[src/codec_serial_defines.svh]
// Register indices, field positions, reset values and frame constants for the codec serial block
`ifndef CODEC_SERIAL_DEFINES_SVH
`define CODEC_SERIAL_DEFINES_SVH

// Register indices; byte address is four times the index
`define IDX_CTRL1 10'h240
`define IDX_CTRL2 10'h242
`define IDX_BITCLK 10'h244
`define IDX_STATUS 10'h246
`define IDX_TX_SLOT 10'h248
`define IDX_RX_SLOT 10'h24C
`define IDX_RXBUF0 10'h250
`define IDX_RXBUF3 10'h256
`define IDX_TXBUF0 10'h258
`define IDX_TXBUF3 10'h25E

// Control word 1 bit positions
`define C1_ENABLE 15
`define C1_IDLE_HALT 13
`define C1_LOOP 11
`define C1_CLK_DIR 10
`define C1_UNDERFLOW_REPEAT_SEL 7
`define C1_UNUSED_SLOT_OUTPUT_MODE 6
`define C1_WR_MASK 16'hACC3

// Control word 2 field positions
`define C2_BLEN_LSB 10
`define C2_FLEN_LSB 4
`define C2_WS_LSB 0
`define C2_WR_MASK 16'h0CFF

// Status word bit positions
`define ST_SLOT_LSB 8
`define ST_ROV 3
`define ST_RX_FULL_FLAG 2
`define ST_TX_UNDERFLOW_FLAG 1
`define ST_TX_BUFFER_EMPTY_FLAG 0

// Reset value of every register
`define REG_RESET 16'h0000

// Frame constants
`define WORD_BITS 5'h10
`define AC_SLOT_BITS 5'h14
`define AC16_LAST_SLOT 4'hC
`define AC20_LAST_SLOT 4'hF
`define BIT_CNT_IDLE 5'h1F

// Bus responses
`define RESP_OKAY 2'h0
`define RESP_SLVERR 2'h2

`endif

[src/codec_serial_pkg.sv]
// Types shared by the codec serial block
package codec_serial_pkg;

	// Frame sync format
	typedef enum logic [1:0] {
		MODE_MULTI = 2'b00,
		MODE_I2S = 2'b01,
		MODE_AC16 = 2'b10,
		MODE_AC20 = 2'b11
	} frame_mode_t;

	// Decoded configuration
	typedef struct packed {
		logic enable;
		logic idle_halt_sel;
		logic internal_loopback_sel;
		logic bit_clock_direction;
		logic underflow_repeat_sel;
		logic unused_slot_output_mode;
		frame_mode_t frame_sync_format_sel;
		logic [1:0] buffer_length_sel;
		logic [3:0] frame_length_sel;
		logic [3:0] word_size_sel;
	} cfg_t;

endpackage

[src/codec_serial_buffer_status.sv]
// Codec serial link buffers, status flags, frame formats and AXI4-Lite registers
// Operation
// - Transmit-empty flag sets when transmit words copy into transmit shadows.
// - Any CPU write to a transmit buffer word clears transmit-empty.
// - Read-only transmit-underflow sets at transfer if an in-use word underflowed.
// - Writing the underflowed transmit word clears its underflow.
// - Underflow, overflow and receive-full consider only buffer words in use under buffer length.
// - Receive-full sets on new data, clears once all in-use words read.
// - Receive-overflow sets when unread word is refilled; reading it clears.
// - On overflow the unread receive word is overwritten with new data.
// - Four-bit slot status mirrors the frame sync generator slot counter once the link starts, zero before.
// - Disabled transmit slot: output low if mode bit 0, tri-state if 1.
// - Loopback routes serial output to input, ignoring the input pin.
// - Underflow sends zeros, or resends last written data when repeat set.
// - Interrupt at each shadow transfer when buffer length is reached.
// - Transfer moves transmit words to shadows and receive shadows to words.
// - Asleep with external bit clock: keep running, raise wake on transfer.
// - CPU idle: run when idle-halt is 0, stop when it is 1.
// - Format 10 selects 16-bit AC-Link, 11 selects 20-bit AC-Link.
// - AC-Link frame is 256 bits: one 16-bit slot, twelve 20-bit slots.
// - 16-bit AC-Link: receive truncates to 16, transmit low 4 bits zero.
// - 20-bit AC-Link: frame sync high 16 bit clocks, low 240.
// - 20-bit AC-Link: frame is sixteen 16-bit slots, no 20-bit alignment.
// - Format 01 is I2S: 50 percent frame sync, each edge starts a frame.
// - Buffer counter wraps to zero with transfer when it equals buffer length.
// - Enabled transmit slot loads shadow word and advances the buffer counter.
`timescale 1ns/1ps
`include "codec_serial_defines.svh"

module codec_serial_buffer_status #(
	parameter int ADDR_W = 12
) (
	// Clock and reset
	input wire logic ref_clk,
	input wire logic reset_n,
	// AXI4-Lite write
	input wire logic [ADDR_W-1:0] s_axi_awaddr,
	input wire logic s_axi_awvalid,
	output logic s_axi_awready,
	input wire logic [31:0] s_axi_wdata,
	input wire logic [3:0] s_axi_wstrb,
	input wire logic s_axi_wvalid,
	output logic s_axi_wready,
	output logic [1:0] s_axi_bresp,
	output logic s_axi_bvalid,
	input wire logic s_axi_bready,
	// AXI4-Lite read
	input wire logic [ADDR_W-1:0] s_axi_araddr,
	input wire logic s_axi_arvalid,
	output logic s_axi_arready,
	output logic [31:0] s_axi_rdata,
	output logic [1:0] s_axi_rresp,
	output logic s_axi_rvalid,
	input wire logic s_axi_rready,
	// CPU power state
	input wire logic cpu_idle,
	input wire logic cpu_sleep,
	// Serial link
	input wire logic serial_bit_clock_in,
	output logic serial_bit_clock_out,
	output logic serial_bit_clock_oe,
	output logic frame_sync_signal,
	input wire logic serial_data_in,
	output logic serial_data_out,
	output logic serial_data_out_oe,
	// Events
	output logic buffer_irq,
	output logic wake_req
);

	////////////////////////////////////////////////////////////////////////////////
	// Registers and configuration

	logic [15:0] ctrl1_q, ctrl2_q, bitclk_div_q, tx_slot_enable_q, rx_slot_enable_q;
	logic [15:0] tx_buffer_word_q [4];
	logic [15:0] rx_buffer_word_q [4];
	logic [15:0] tx_shadow_q [4];
	logic [15:0] rx_shadow_q [4];
	logic [15:0] tx_shadow_d [4];
	logic [15:0] rx_shadow_d [4];
	codec_serial_pkg::cfg_t cfg;

	// Decode control words into fields
	always_comb begin
		cfg.enable = ctrl1_q[`C1_ENABLE];
		cfg.idle_halt_sel = ctrl1_q[`C1_IDLE_HALT];
		cfg.internal_loopback_sel = ctrl1_q[`C1_LOOP];
		cfg.bit_clock_direction = ctrl1_q[`C1_CLK_DIR];
		cfg.underflow_repeat_sel = ctrl1_q[`C1_UNDERFLOW_REPEAT_SEL];
		cfg.unused_slot_output_mode = ctrl1_q[`C1_UNUSED_SLOT_OUTPUT_MODE];
		cfg.frame_sync_format_sel = codec_serial_pkg::frame_mode_t'(ctrl1_q[1:0]);
		cfg.buffer_length_sel = ctrl2_q[`C2_BLEN_LSB +: 2];
		cfg.frame_length_sel = ctrl2_q[`C2_FLEN_LSB +: 4];
		cfg.word_size_sel = ctrl2_q[`C2_WS_LSB +: 4];
	end

	////////////////////////////////////////////////////////////////////////////////
	// AXI4-Lite slave

	logic aw_hold_q, w_hold_q, bvalid_q, rvalid_q;
	logic [ADDR_W-1:0] aw_addr_q;
	logic [31:0] w_data_q, rdata_q;
	logic [3:0] w_strb_q;
	logic [1:0] bresp_q, rresp_q;
	logic wr_do, rd_take, wr_hit, rd_hit;
	logic [9:0] wr_idx, rd_idx;
	logic [3:0] tx_wr_strobe, rx_rd_strobe;
	logic [15:0] wr_val;

	assign s_axi_awready = !aw_hold_q && !bvalid_q;
	assign s_axi_wready = !w_hold_q && !bvalid_q;
	assign s_axi_arready = !rvalid_q;
	assign s_axi_bvalid = bvalid_q;
	assign s_axi_bresp = bresp_q;
	assign s_axi_rvalid = rvalid_q;
	assign s_axi_rdata = rdata_q;
	assign s_axi_rresp = rresp_q;
	assign wr_do = aw_hold_q && w_hold_q && !bvalid_q;
	assign rd_take = s_axi_arvalid && !rvalid_q;
	assign wr_idx = 10'(aw_addr_q >> 2);
	assign rd_idx = 10'(s_axi_araddr >> 2);
	assign wr_val = {w_strb_q[1] ? w_data_q[15:8] : 8'h00, w_strb_q[0] ? w_data_q[7:0] : 8'h00};

	// Address decode; buffer words sit on even indices
	always_comb begin
		wr_hit = 1'b1;
		case (wr_idx)
			`IDX_CTRL1, `IDX_CTRL2, `IDX_BITCLK, `IDX_STATUS, `IDX_TX_SLOT, `IDX_RX_SLOT: begin
				wr_hit = 1'b1;
			end
			default: begin
				wr_hit = !wr_idx[0] && wr_idx >= `IDX_RXBUF0 && wr_idx <= `IDX_TXBUF3;
			end
		endcase
		tx_wr_strobe = 4'h0;
		if (wr_do && !wr_idx[0] && wr_idx >= `IDX_TXBUF0 && wr_idx <= `IDX_TXBUF3) begin
			tx_wr_strobe = 4'h1 << wr_idx[2:1];
		end
		rx_rd_strobe = 4'h0;
		if (rd_take && !rd_idx[0] && rd_idx >= `IDX_RXBUF0 && rd_idx <= `IDX_RXBUF3) begin
			rx_rd_strobe = 4'h1 << rd_idx[2:1];
		end
	end

	// Write channel capture and response
	always_ff @(posedge ref_clk) begin
		if (!reset_n) begin
			aw_hold_q <= 1'b0;
			w_hold_q <= 1'b0;
			aw_addr_q <= '0;
			w_data_q <= 32'h0000_0000;
			w_strb_q <= 4'h0;
			bvalid_q <= 1'b0;
			bresp_q <= `RESP_OKAY;
		end else begin
			if (s_axi_awvalid && s_axi_awready) begin
				aw_hold_q <= 1'b1;
				aw_addr_q <= s_axi_awaddr;
			end
			if (s_axi_wvalid && s_axi_wready) begin
				w_hold_q <= 1'b1;
				w_data_q <= s_axi_wdata;
				w_strb_q <= s_axi_wstrb;
			end
			if (wr_do) begin
				aw_hold_q <= 1'b0;
				w_hold_q <= 1'b0;
				bvalid_q <= 1'b1;
				bresp_q <= wr_hit ? `RESP_OKAY : `RESP_SLVERR;
			end else if (bvalid_q && s_axi_bready) begin
				bvalid_q <= 1'b0;
			end
		end
	end

	// Software-written registers; status and receive words are read-only
	always_ff @(posedge ref_clk) begin
		if (!reset_n) begin
			ctrl1_q <= `REG_RESET;
			ctrl2_q <= `REG_RESET;
			bitclk_div_q <= `REG_RESET;
			tx_slot_enable_q <= `REG_RESET;
			rx_slot_enable_q <= `REG_RESET;
			for (int i = 0; i < 4; i++) begin
				tx_buffer_word_q[i] <= `REG_RESET;
			end
		end else if (wr_do) begin
			case (wr_idx)
				`IDX_CTRL1: ctrl1_q <= wr_val & `C1_WR_MASK;
				`IDX_CTRL2: ctrl2_q <= wr_val & `C2_WR_MASK;
				`IDX_BITCLK: bitclk_div_q <= {4'h0, wr_val[11:0]};
				`IDX_TX_SLOT: tx_slot_enable_q <= wr_val;
				`IDX_RX_SLOT: rx_slot_enable_q <= wr_val;
				default: begin
					for (int i = 0; i < 4; i++) begin
						if (tx_wr_strobe[i]) begin
							tx_buffer_word_q[i] <= wr_val;
						end
					end
				end
			endcase
		end
	end

	////////////////////////////////////////////////////////////////////////////////
	// Link clock: external sampled, or internal divider

	logic clk_s1_q, clk_s2_q, clk_s3_q, din_s1_q, din_s2_q;
	logic int_clk_q, run, rise_tick, fall_tick, div_hit;
	logic [11:0] div_cnt_q;

	// Halt in idle when asked, and in sleep unless the bit clock comes from outside
	assign run = cfg.enable && !(cpu_idle && cfg.idle_halt_sel)
		&& !(cpu_sleep && !cfg.bit_clock_direction);
	assign div_hit = run && bitclk_div_q[11:0] != 12'h000 && div_cnt_q == bitclk_div_q[11:0];
	assign rise_tick = run && (cfg.bit_clock_direction ? (clk_s2_q && !clk_s3_q)
		: (div_hit && !int_clk_q));
	assign fall_tick = run && (cfg.bit_clock_direction ? (!clk_s2_q && clk_s3_q)
		: (div_hit && int_clk_q));
	assign serial_bit_clock_out = int_clk_q;
	assign serial_bit_clock_oe = cfg.enable && !cfg.bit_clock_direction;

	// Pin synchronisers and edge history
	always_ff @(posedge ref_clk) begin
		if (!reset_n) begin
			clk_s1_q <= 1'b0;
			clk_s2_q <= 1'b0;
			clk_s3_q <= 1'b0;
			din_s1_q <= 1'b0;
			din_s2_q <= 1'b0;
		end else begin
			clk_s1_q <= serial_bit_clock_in;
			clk_s2_q <= clk_s1_q;
			clk_s3_q <= clk_s2_q;
			din_s1_q <= serial_data_in;
			din_s2_q <= din_s1_q;
		end
	end

	// Internal divider toggles the bit clock every divisor+1 cycles
	always_ff @(posedge ref_clk) begin
		if (!reset_n || !run || bitclk_div_q[11:0] == 12'h000) begin
			div_cnt_q <= 12'h000;
			int_clk_q <= 1'b0;
		end else if (div_hit) begin
			div_cnt_q <= 12'h000;
			int_clk_q <= !int_clk_q;
		end else begin
			div_cnt_q <= div_cnt_q + 12'h001;
		end
	end

	////////////////////////////////////////////////////////////////////////////////
	// Frame sync generator and slot timing

	logic [4:0] bit_cnt_q, bit_n, slot_len, data_bits;
	logic [3:0] slot_q, slot_n, last_slot;
	logic [1:0] addr_q, addr_d;
	logic [15:0] tx_shift_q, rx_shift_q, rx_just, load_word;
	logic started_q, end_slot, slot_used, xfer, load_en, rx_bit, fs_q, sdo_q, sdo_oe_q;
	logic [3:0] use_mask;

	// Slot geometry per format
	always_comb begin
		case (cfg.frame_sync_format_sel)
			codec_serial_pkg::MODE_AC16: begin
				slot_len = (slot_q == 4'h0) ? `WORD_BITS : `AC_SLOT_BITS;
				last_slot = `AC16_LAST_SLOT;
				data_bits = `WORD_BITS;
			end
			codec_serial_pkg::MODE_AC20: begin
				slot_len = `WORD_BITS;
				last_slot = `AC20_LAST_SLOT;
				data_bits = `WORD_BITS;
			end
			default: begin
				slot_len = {1'b0, cfg.word_size_sel} + 5'h01;
				last_slot = cfg.frame_length_sel;
				data_bits = {1'b0, cfg.word_size_sel} + 5'h01;
			end
		endcase
		end_slot = bit_cnt_q >= slot_len - 5'h01;
		bit_n = end_slot ? 5'h00 : bit_cnt_q + 5'h01;
		slot_n = !end_slot ? slot_q : (slot_q >= last_slot) ? 4'h0 : slot_q + 4'h1;
		rx_just = rx_shift_q << (5'h10 - data_bits);
		for (int i = 0; i < 4; i++) begin
			use_mask[i] = 2'(i) <= cfg.buffer_length_sel;
		end
	end

	// Which transmit words software has written since the last transfer
	logic [3:0] tx_written_q;

	function automatic logic tx_unwritten(input int idx);
		return !tx_written_q[idx[1:0]];
	endfunction

	// Buffer counter, shadow capture and transfer
	always_comb begin
		slot_used = started_q && (tx_slot_enable_q[slot_q] || rx_slot_enable_q[slot_q]);
		rx_shadow_d = rx_shadow_q;
		addr_d = addr_q;
		xfer = 1'b0;
		if (rise_tick && end_slot && slot_used) begin
			if (rx_slot_enable_q[slot_q]) begin
				rx_shadow_d[addr_q] = rx_just;
			end
			if (addr_q == cfg.buffer_length_sel) begin
				xfer = 1'b1;
				addr_d = 2'h0;
			end else begin
				addr_d = addr_q + 2'h1;
			end
		end
		for (int i = 0; i < 4; i++) begin
			tx_shadow_d[i] = tx_shadow_q[i];
			if (xfer) begin
				// Unwritten word sends silence or repeats its last value
				tx_shadow_d[i] = (tx_unwritten(i) && !cfg.underflow_repeat_sel) ? 16'h0000
					: tx_buffer_word_q[i];
			end
		end
		load_en = rise_tick && end_slot && tx_slot_enable_q[slot_n];
		load_word = tx_shadow_d[addr_d];
	end

	assign rx_bit = cfg.internal_loopback_sel ? sdo_q : din_s2_q;
	assign frame_sync_signal = fs_q;
	assign serial_data_out = sdo_q;
	assign serial_data_out_oe = sdo_oe_q;

	// Counters, shifters, frame sync and data pin
	always_ff @(posedge ref_clk) begin
		if (!reset_n || !cfg.enable) begin
			bit_cnt_q <= `BIT_CNT_IDLE;
			slot_q <= `AC20_LAST_SLOT;
			started_q <= 1'b0;
			addr_q <= 2'h0;
			tx_shift_q <= 16'h0000;
			rx_shift_q <= 16'h0000;
			fs_q <= 1'b0;
			sdo_q <= 1'b0;
			sdo_oe_q <= 1'b0;
		end else begin
			if (fall_tick && bit_cnt_q < data_bits) begin
				rx_shift_q <= {rx_shift_q[14:0], rx_bit};
			end
			if (rise_tick) begin
				started_q <= 1'b1;
				bit_cnt_q <= bit_n;
				slot_q <= slot_n;
				addr_q <= addr_d;
				if (load_en) begin
					tx_shift_q <= {load_word[14:0], 1'b0};
				end else begin
					tx_shift_q <= {tx_shift_q[14:0], 1'b0};
				end
				// Bits past the sixteenth of a long slot go out as zero
				if (!tx_slot_enable_q[slot_n] || bit_n >= `WORD_BITS) begin
					sdo_q <= 1'b0;
				end else begin
					sdo_q <= load_en ? load_word[15] : tx_shift_q[15];
				end
				sdo_oe_q <= tx_slot_enable_q[slot_n] || !cfg.unused_slot_output_mode;
				case (cfg.frame_sync_format_sel)
					codec_serial_pkg::MODE_I2S: begin
						if (end_slot && slot_n == 4'h0) begin
							fs_q <= !fs_q;
						end
					end
					codec_serial_pkg::MODE_AC16, codec_serial_pkg::MODE_AC20: begin
						fs_q <= slot_n == 4'h0;
					end
					default: begin
						fs_q <= slot_n == 4'h0 && bit_n == 5'h00;
					end
				endcase
			end
		end
	end

	// Shadow and receive word storage
	always_ff @(posedge ref_clk) begin
		if (!reset_n) begin
			for (int i = 0; i < 4; i++) begin
				tx_shadow_q[i] <= `REG_RESET;
				rx_shadow_q[i] <= `REG_RESET;
				rx_buffer_word_q[i] <= `REG_RESET;
			end
		end else begin
			tx_shadow_q <= tx_shadow_d;
			rx_shadow_q <= rx_shadow_d;
			if (xfer) begin
				rx_buffer_word_q <= rx_shadow_d;
			end
		end
	end

	////////////////////////////////////////////////////////////////////////////////
	// Status flags and events

	logic tx_empty_q, rx_full_q, irq_q, wake_q;
	logic [3:0] tx_unf_q, rx_read_q, rx_ovf_q;

	// Hardware sets win over clears in the same cycle
	always_ff @(posedge ref_clk) begin
		if (!reset_n) begin
			tx_empty_q <= 1'b0;
			rx_full_q <= 1'b0;
			tx_written_q <= 4'h0;
			tx_unf_q <= 4'h0;
			// Nothing unread after reset, so the first transfer is no overflow
			rx_read_q <= 4'hF;
			rx_ovf_q <= 4'h0;
		end else begin
			if (xfer) begin
				tx_empty_q <= 1'b1;
			end else if (|tx_wr_strobe) begin
				tx_empty_q <= 1'b0;
			end
			tx_written_q <= xfer ? tx_wr_strobe : (tx_written_q | tx_wr_strobe);
			tx_unf_q <= xfer ? (tx_unf_q & ~tx_wr_strobe) | (~tx_written_q & use_mask)
				: tx_unf_q & ~tx_wr_strobe;
			rx_read_q <= xfer ? 4'h0 : (rx_read_q | rx_rd_strobe);
			rx_ovf_q <= xfer ? (rx_ovf_q & ~rx_rd_strobe) | (~rx_read_q & use_mask)
				: rx_ovf_q & ~rx_rd_strobe;
			if (xfer) begin
				rx_full_q <= 1'b1;
			end else if (&((rx_read_q | rx_rd_strobe) | ~use_mask)) begin
				rx_full_q <= 1'b0;
			end
		end
	end

	// Transfer interrupt and sleep wake request
	always_ff @(posedge ref_clk) begin
		if (!reset_n) begin
			irq_q <= 1'b0;
			wake_q <= 1'b0;
		end else begin
			irq_q <= xfer;
			if (xfer && cpu_sleep) begin
				wake_q <= 1'b1;
			end else if (!cpu_sleep) begin
				wake_q <= 1'b0;
			end
		end
	end
	assign buffer_irq = irq_q;
	assign wake_req = wake_q;

	// Read data and response
	always_ff @(posedge ref_clk) begin
		if (!reset_n) begin
			rvalid_q <= 1'b0;
			rdata_q <= 32'h0000_0000;
			rresp_q <= `RESP_OKAY;
		end else if (rd_take) begin
			rvalid_q <= 1'b1;
			rresp_q <= `RESP_OKAY;
			rdata_q <= 32'h0000_0000;
			case (rd_idx)
				`IDX_CTRL1: rdata_q[15:0] <= ctrl1_q;
				`IDX_CTRL2: rdata_q[15:0] <= ctrl2_q;
				`IDX_BITCLK: rdata_q[15:0] <= bitclk_div_q;
				`IDX_STATUS: begin
					// Idle counter parks at the last slot; report zero until the link starts
					rdata_q[`ST_SLOT_LSB +: 4] <= started_q ? slot_q : 4'h0;
					rdata_q[`ST_ROV] <= |(rx_ovf_q & use_mask);
					rdata_q[`ST_RX_FULL_FLAG] <= rx_full_q;
					rdata_q[`ST_TX_UNDERFLOW_FLAG] <= |(tx_unf_q & use_mask);
					rdata_q[`ST_TX_BUFFER_EMPTY_FLAG] <= tx_empty_q;
				end
				`IDX_TX_SLOT: rdata_q[15:0] <= tx_slot_enable_q;
				`IDX_RX_SLOT: rdata_q[15:0] <= rx_slot_enable_q;
				default: begin
					if (|rx_rd_strobe) begin
						rdata_q[15:0] <= rx_buffer_word_q[rd_idx[2:1]];
					end else if (!rd_idx[0] && rd_idx >= `IDX_TXBUF0 && rd_idx <= `IDX_TXBUF3) begin
						rdata_q[15:0] <= tx_buffer_word_q[rd_idx[2:1]];
					end else begin
						rresp_q <= `RESP_SLVERR;
					end
				end
			endcase
		end else if (rvalid_q && s_axi_rready) begin
			rvalid_q <= 1'b0;
		end
	end
endmodule

[config.mk]
export PLATFORM = sky130hd
export DESIGN_NAME = codec_serial_buffer_status
export DESIGN_NICKNAME = d
export VERILOG_FILES = /design/src/codec_serial_pkg.sv /design/src/codec_serial_buffer_status.sv
export VERILOG_INCLUDE_DIRS = /design/src /design/src/src
export SDC_FILE = /design/constraint.sdc
export NUM_CORES = 1
export LEC_CHECK = 0
export ABC_AREA = 1
export BUFFER_PORTS_ARGS = -buffer_cell sky130_fd_sc_hd__buf_2
export CORE_MARGIN = 5
export CORE_UTILIZATION = 60
export CTS_CLUSTER_DIAMETER = 80
export DETAILED_ROUTE_END_ITERATION = 16
export GPL_TIMING_DRIVEN = 0
export PLACE_DENSITY = 0.79
export SETUP_SLACK_MARGIN = 0.4
export SLEW_MARGIN = 25
export SYNTH_ARGS = -nofsm -noshare
export SYNTH_HDL_FRONTEND = slang
export SYNTH_SLANG_ARGS = --single-unit
[constraint.sdc]
create_clock -name ref_clk -period 6.6 [get_ports ref_clk]
set_input_delay 0.66 -clock ref_clk [delete_from_list [all_inputs] [get_ports ref_clk]]
set_output_delay 0.66 -clock ref_clk [all_outputs]
set_load 0.01 [all_outputs]
==> impl_metrics.tcl <==
set metrics [dict create \
    worstSetupStartpointType "register" \
    setup-violations-final 0 \
    sw_frac_of_total_pct 23.12 \
    fp.dieArea_um2 38760 \
    grt_antenna_before_repair 1 \
    critPathRequiredTime_ns 7.11 \
    grt_start_max_net_pins 17 \
    yosys_most_used_dff "sky130_fd_sc_hd__dfxtp_1" \
    status "finished, final reports clean" \
    post_synth_num_cell_types 55 \
    end_kind "register" \
    cellInternalPower_mw 4.483 \
    synth_edf_count 64 \
    placement_rows 68 \
    syn_area_um2 20950 \
    clock-skew-final_ns 0.01437 \
    peakVddDrop_mv 0.2819 \
    netlist_top_cells_area "sky130_fd_sc_hd__dfxtp_1 37%, sky130_fd_sc_hd__nand2_1 9.5%, sky130_fd_sc_hd__edfxtp_1 9.2%" \
    finalWorstPathRequiredPeriod_ns 4.493 \
    layout_fillers 2942 \
    cts.repair_timing.setup_buffer_count 0 \
    globalRouteTotalUtil_pct 38.50 \
    max_clock_freq_mhz 222.6 \
    p_total_mw 5.831 \
    power_frac_seq_pct 48.9 \
    cts_buffer_depth 3 \
    share_of_synthesized_area_occupied_by_flip_flops_and_latches_pct 46.24 \
    residual_drc 0 \
    clk_root_buffer_cell "sky130_fd_sc_hd__clkbuf_16" \
    design.final.nets 3036 \
    area.growth.synth_to_final_pct 12.46 \
    fp.dieW_um 196.9 \
    drt-initial-drc-count 2952 \
    drv.max_cap_violation_count 0 \
    unrepaired_setup_endpoints_after_global_routing "false" \
    h-tree-depth 2 \
    io_buffers 76 \
    postSynthRegisterBits 452 \
    maxSlewHeadroom_pct 33.20 \
    net_sw_power_mw 1.348 \
    floorplan.initialDensity_pct 60.66 \
    syn-mean-instance-area_um2 7.483 \
    grt_pass1_wl_um 115400 \
    critPathArrivalTime_ns 5.00 \
    layout_worst_path_cycle_share_pct 68.08 \
    fin_cells 3433 \
    crit_type "reg2reg" \
    finalWeightedCongestion 1.050 \
    grt_remaining_overflow 0 \
    cts_tree "done" \
    drt_pre_antenna_iters 8 \
    synthDominantCellAreaShare_pct 37.07 \
    dp_hpwl_um 57170 \
    synth-async-reset-ratio_pct 0 \
    vias_in_the_first_global_route 19530 \
    combPwrFrac_pct 4.2 \
    power.share.clock_pct 46.8 \
    p_leak_nw 9.157 \
    finalHoldViolCount 0 \
    cts.reportedPaths.clkPinSlew_ns 0.07 \
    cts-resized-gates 0 \
    pwr_density_cell_nw_per_um2 247.5 \
    clock_network_latency_to_the_later_pin_of_the_worst_skew_pair_ns 0.58 \
    vias 21080 \
    drt-total-wl_um 76830 \
    fp.dieH_um 196.9 \
    worst-slew-pin-transition_ns 0.9767 \
    synth.yosys.warnings 0 \
    wire_per_inst_um 22.38 \
    synth.largest_area_cell "sky130_fd_sc_hd__dfxtp_1" \
    drt.antenna.violating_nets 0 \
    whs_ns 0.2902 \
    placed_cells 3348 \
    min_path_type "in2reg" \
    netlist_instances 2800 \
    finalCoreUtilization_pct 68.21 \
    core_area_um2 34540 \
    cp_max_fo 10 \
    clock-sinks 452 \
    totalNegativeSetupSlack_ns 0 \
    detail_route.vias_per_cell 6.141 \
    share_of_cells_above_drive_strength_1_pct 8.767 \
    tritoncts.num_buffers 46 \
    boundaryPins 119 \
    cts_hold_buffers 0 \
    drv_slew 0 \
]
## area by class of cell
cell class / count / area [um2] / area share (%)
Buffer: 179 / 879.6 / 3.733
Timing Repair Buffer: 76 / 380.4 / 1.614
Multi-Input combinational cell: 1903 / 9399 / 39.89
Clock buffer: 65 / 1364 / 5.788
Clock inverter: 19 / 216.5 / 0.9187
Sequential cell: 452 / 9689 / 41.12
Tap cell: 455 / 569.3 / 2.416
Antenna cell: 1 / 2.502 / 0.01062
Inverter: 283 / 1062 / 4.508
## worst max-delay path, cell delays in order, from the launching register on
cell and delay, ns:
sky130_fd_sc_hd__dfxtp_1 0.52, sky130_fd_sc_hd__ha_1 0.31, sky130_fd_sc_hd__nand2_1 0.10, sky130_fd_sc_hd__ha_1 0.15, sky130_fd_sc_hd__inv_1 0.07, sky130_fd_sc_hd__nor2_1 0.19, sky130_fd_sc_hd__inv_1 0.08, sky130_fd_sc_hd__o21ai_0 0.25
sky130_fd_sc_hd__nand2_1 0.11, sky130_fd_sc_hd__ha_1 0.33, sky130_fd_sc_hd__a21oi_1 0.14, sky130_fd_sc_hd__o21a_1 0.15, sky130_fd_sc_hd__nand3_1 0.14, sky130_fd_sc_hd__buf_4 0.23, sky130_fd_sc_hd__o21ai_2 0.16, sky130_fd_sc_hd__nand2_2 0.19
sky130_fd_sc_hd__inv_2 0.13, sky130_fd_sc_hd__nand2_1 0.06, sky130_fd_sc_hd__nand3_1 0.07, sky130_fd_sc_hd__nand3_1 0.09, sky130_fd_sc_hd__nand3_1 0.13, sky130_fd_sc_hd__nand3_2 0.18, sky130_fd_sc_hd__inv_1 0.24, sky130_fd_sc_hd__buf_4 0.20
sky130_fd_sc_hd__nand2_1 0.07, sky130_fd_sc_hd__a21oi_1 0.12
## stage by stage
step	setup WS (ns)	cell area, um2
floorplan	3.111	21020
global placement	2.324	21970
detailed placement	2.208	21970
CTS	2.160	23550
global route	1.744	23560
finish	2.107	23560
## logic make-up (layout without fill, tap and decap cells)
family | count (synthesis) | in the layout | synth area share [%]
muxes | 3 | 3 | 0.1433
buffers and inverters | 462 | 622 | 9.268
DFF | 452 | 452 | 46.24
other | 1 | 19 | 0.01790
xor gates and xnor gates | 7 | 7 | 0.2926
adders and majority gates | 24 | 24 | 1.433
and+or+nand+nor | 1178 | 1178 | 23.96
AOI/OAI and AO/OA | 673 | 673 | 18.64
## sequential cells by signal, summed over array words and instances, names as in the netlist, 4 cells and up
name              flops
bitclk_div_q         12
tx_unf_q              4
tx_written_q          4
ctrl1_q               8
s_axi_rdata          16
tx_shift_q           15
aw_addr_q            10
ctrl2_q              10
tx_shadow_q          64
slot_q                4
div_cnt_q            12
rx_slot_enable_q     16
tx_slot_enable_q     16
rx_shift_q           16
w_data_q             16
rx_read_q             4
rx_shadow_q          64
rx_buffer_word_q     64
tx_buffer_word_q     64
bit_cnt_q             5
rx_ovf_q              4
## synth_stat cells (6+ instances only)
library cell / n
sky130_fd_sc_hd__buf_4: 32
sky130_fd_sc_hd__a21oi_1: 222
sky130_fd_sc_hd__nor2_1: 322
sky130_fd_sc_hd__xor2_1: 6
sky130_fd_sc_hd__o21ai_1: 18
sky130_fd_sc_hd__nand2_1: 530
sky130_fd_sc_hd__a211oi_1: 39
sky130_fd_sc_hd__clkinv_1: 8
sky130_fd_sc_hd__inv_2: 13
sky130_fd_sc_hd__buf_2: 28
sky130_fd_sc_hd__nand4_1: 53
sky130_fd_sc_hd__ha_1: 24
sky130_fd_sc_hd__nand3_1: 221
sky130_fd_sc_hd__o21ai_0: 230
sky130_fd_sc_hd__a221oi_1: 12
sky130_fd_sc_hd__buf_6: 7
sky130_fd_sc_hd__o211ai_1: 39
sky130_fd_sc_hd__inv_1: 262
sky130_fd_sc_hd__a31oi_1: 18
sky130_fd_sc_hd__edfxtp_1: 64
sky130_fd_sc_hd__a22oi_1: 26
sky130_fd_sc_hd__clkbuf_1: 108
sky130_fd_sc_hd__o31ai_1: 13
sky130_fd_sc_hd__nor3_1: 20
sky130_fd_sc_hd__nor4_1: 7
sky130_fd_sc_hd__dfxtp_1: 388
sky130_fd_sc_hd__o22ai_1: 14
sky130_fd_sc_hd__a41oi_1: 9
## routing by layer
metal | track usage [%] | vias to the layer above | wire [um]
met3 | 9.658 | 241 | 9747
li1 | - | 9684 | -
met4 | 19.36 | 0 | 4418
met1 | 51.42 | 9774 | 29790
met5 | 0 | - | 0
met2 | 58.39 | 1382 | 32870
## worst paths after layout
check / startpoint / to / slack (ns) / depth (start not counted)
min reg2reg: din_s1_q / din_s2_q / 0.41 / 2
max: ctrl2_q[0] / tx_shift_q[5] / 2.11 / 25
min: serial_data_in / din_s1_q / 0.29 / 3
max reg2reg: ctrl2_q[0] / tx_shift_q[5] / 2.11 / 25
## layout by cell type (no fill, tap or decap), types with 20 or more instances in the layout
cell	Yosys	layout
sky130_fd_sc_hd__a22oi_1	26	26
sky130_fd_sc_hd__nor3_1	20	20
sky130_fd_sc_hd__edfxtp_1	64	64
sky130_fd_sc_hd__nand2_1	530	530
sky130_fd_sc_hd__inv_1	262	262
sky130_fd_sc_hd__ha_1	24	24
sky130_fd_sc_hd__buf_4	32	32
sky130_fd_sc_hd__clkbuf_16	0	47
sky130_fd_sc_hd__nor2_1	322	322
sky130_fd_sc_hd__nand4_1	53	53
sky130_fd_sc_hd__nand3_1	221	221
sky130_fd_sc_hd__dfxtp_1	388	388
sky130_fd_sc_hd__buf_2	28	104
sky130_fd_sc_hd__a21oi_1	222	222
sky130_fd_sc_hd__clkbuf_1	108	114
sky130_fd_sc_hd__o21ai_0	230	230
sky130_fd_sc_hd__a211oi_1	39	38
sky130_fd_sc_hd__o211ai_1	39	39
## power groups by stage
stage	Sequential [mW]	Clock [mW]	Combinational, mW
detailed placement	2.91	0	0.234
finish	2.85	2.73	0.247
floorplan	2.90	0	0.134
CTS	2.85	2.73	0.236
global route	2.85	2.85	0.260
global placement	2.91	0	0.230
(Power assumes the default switching activity.)
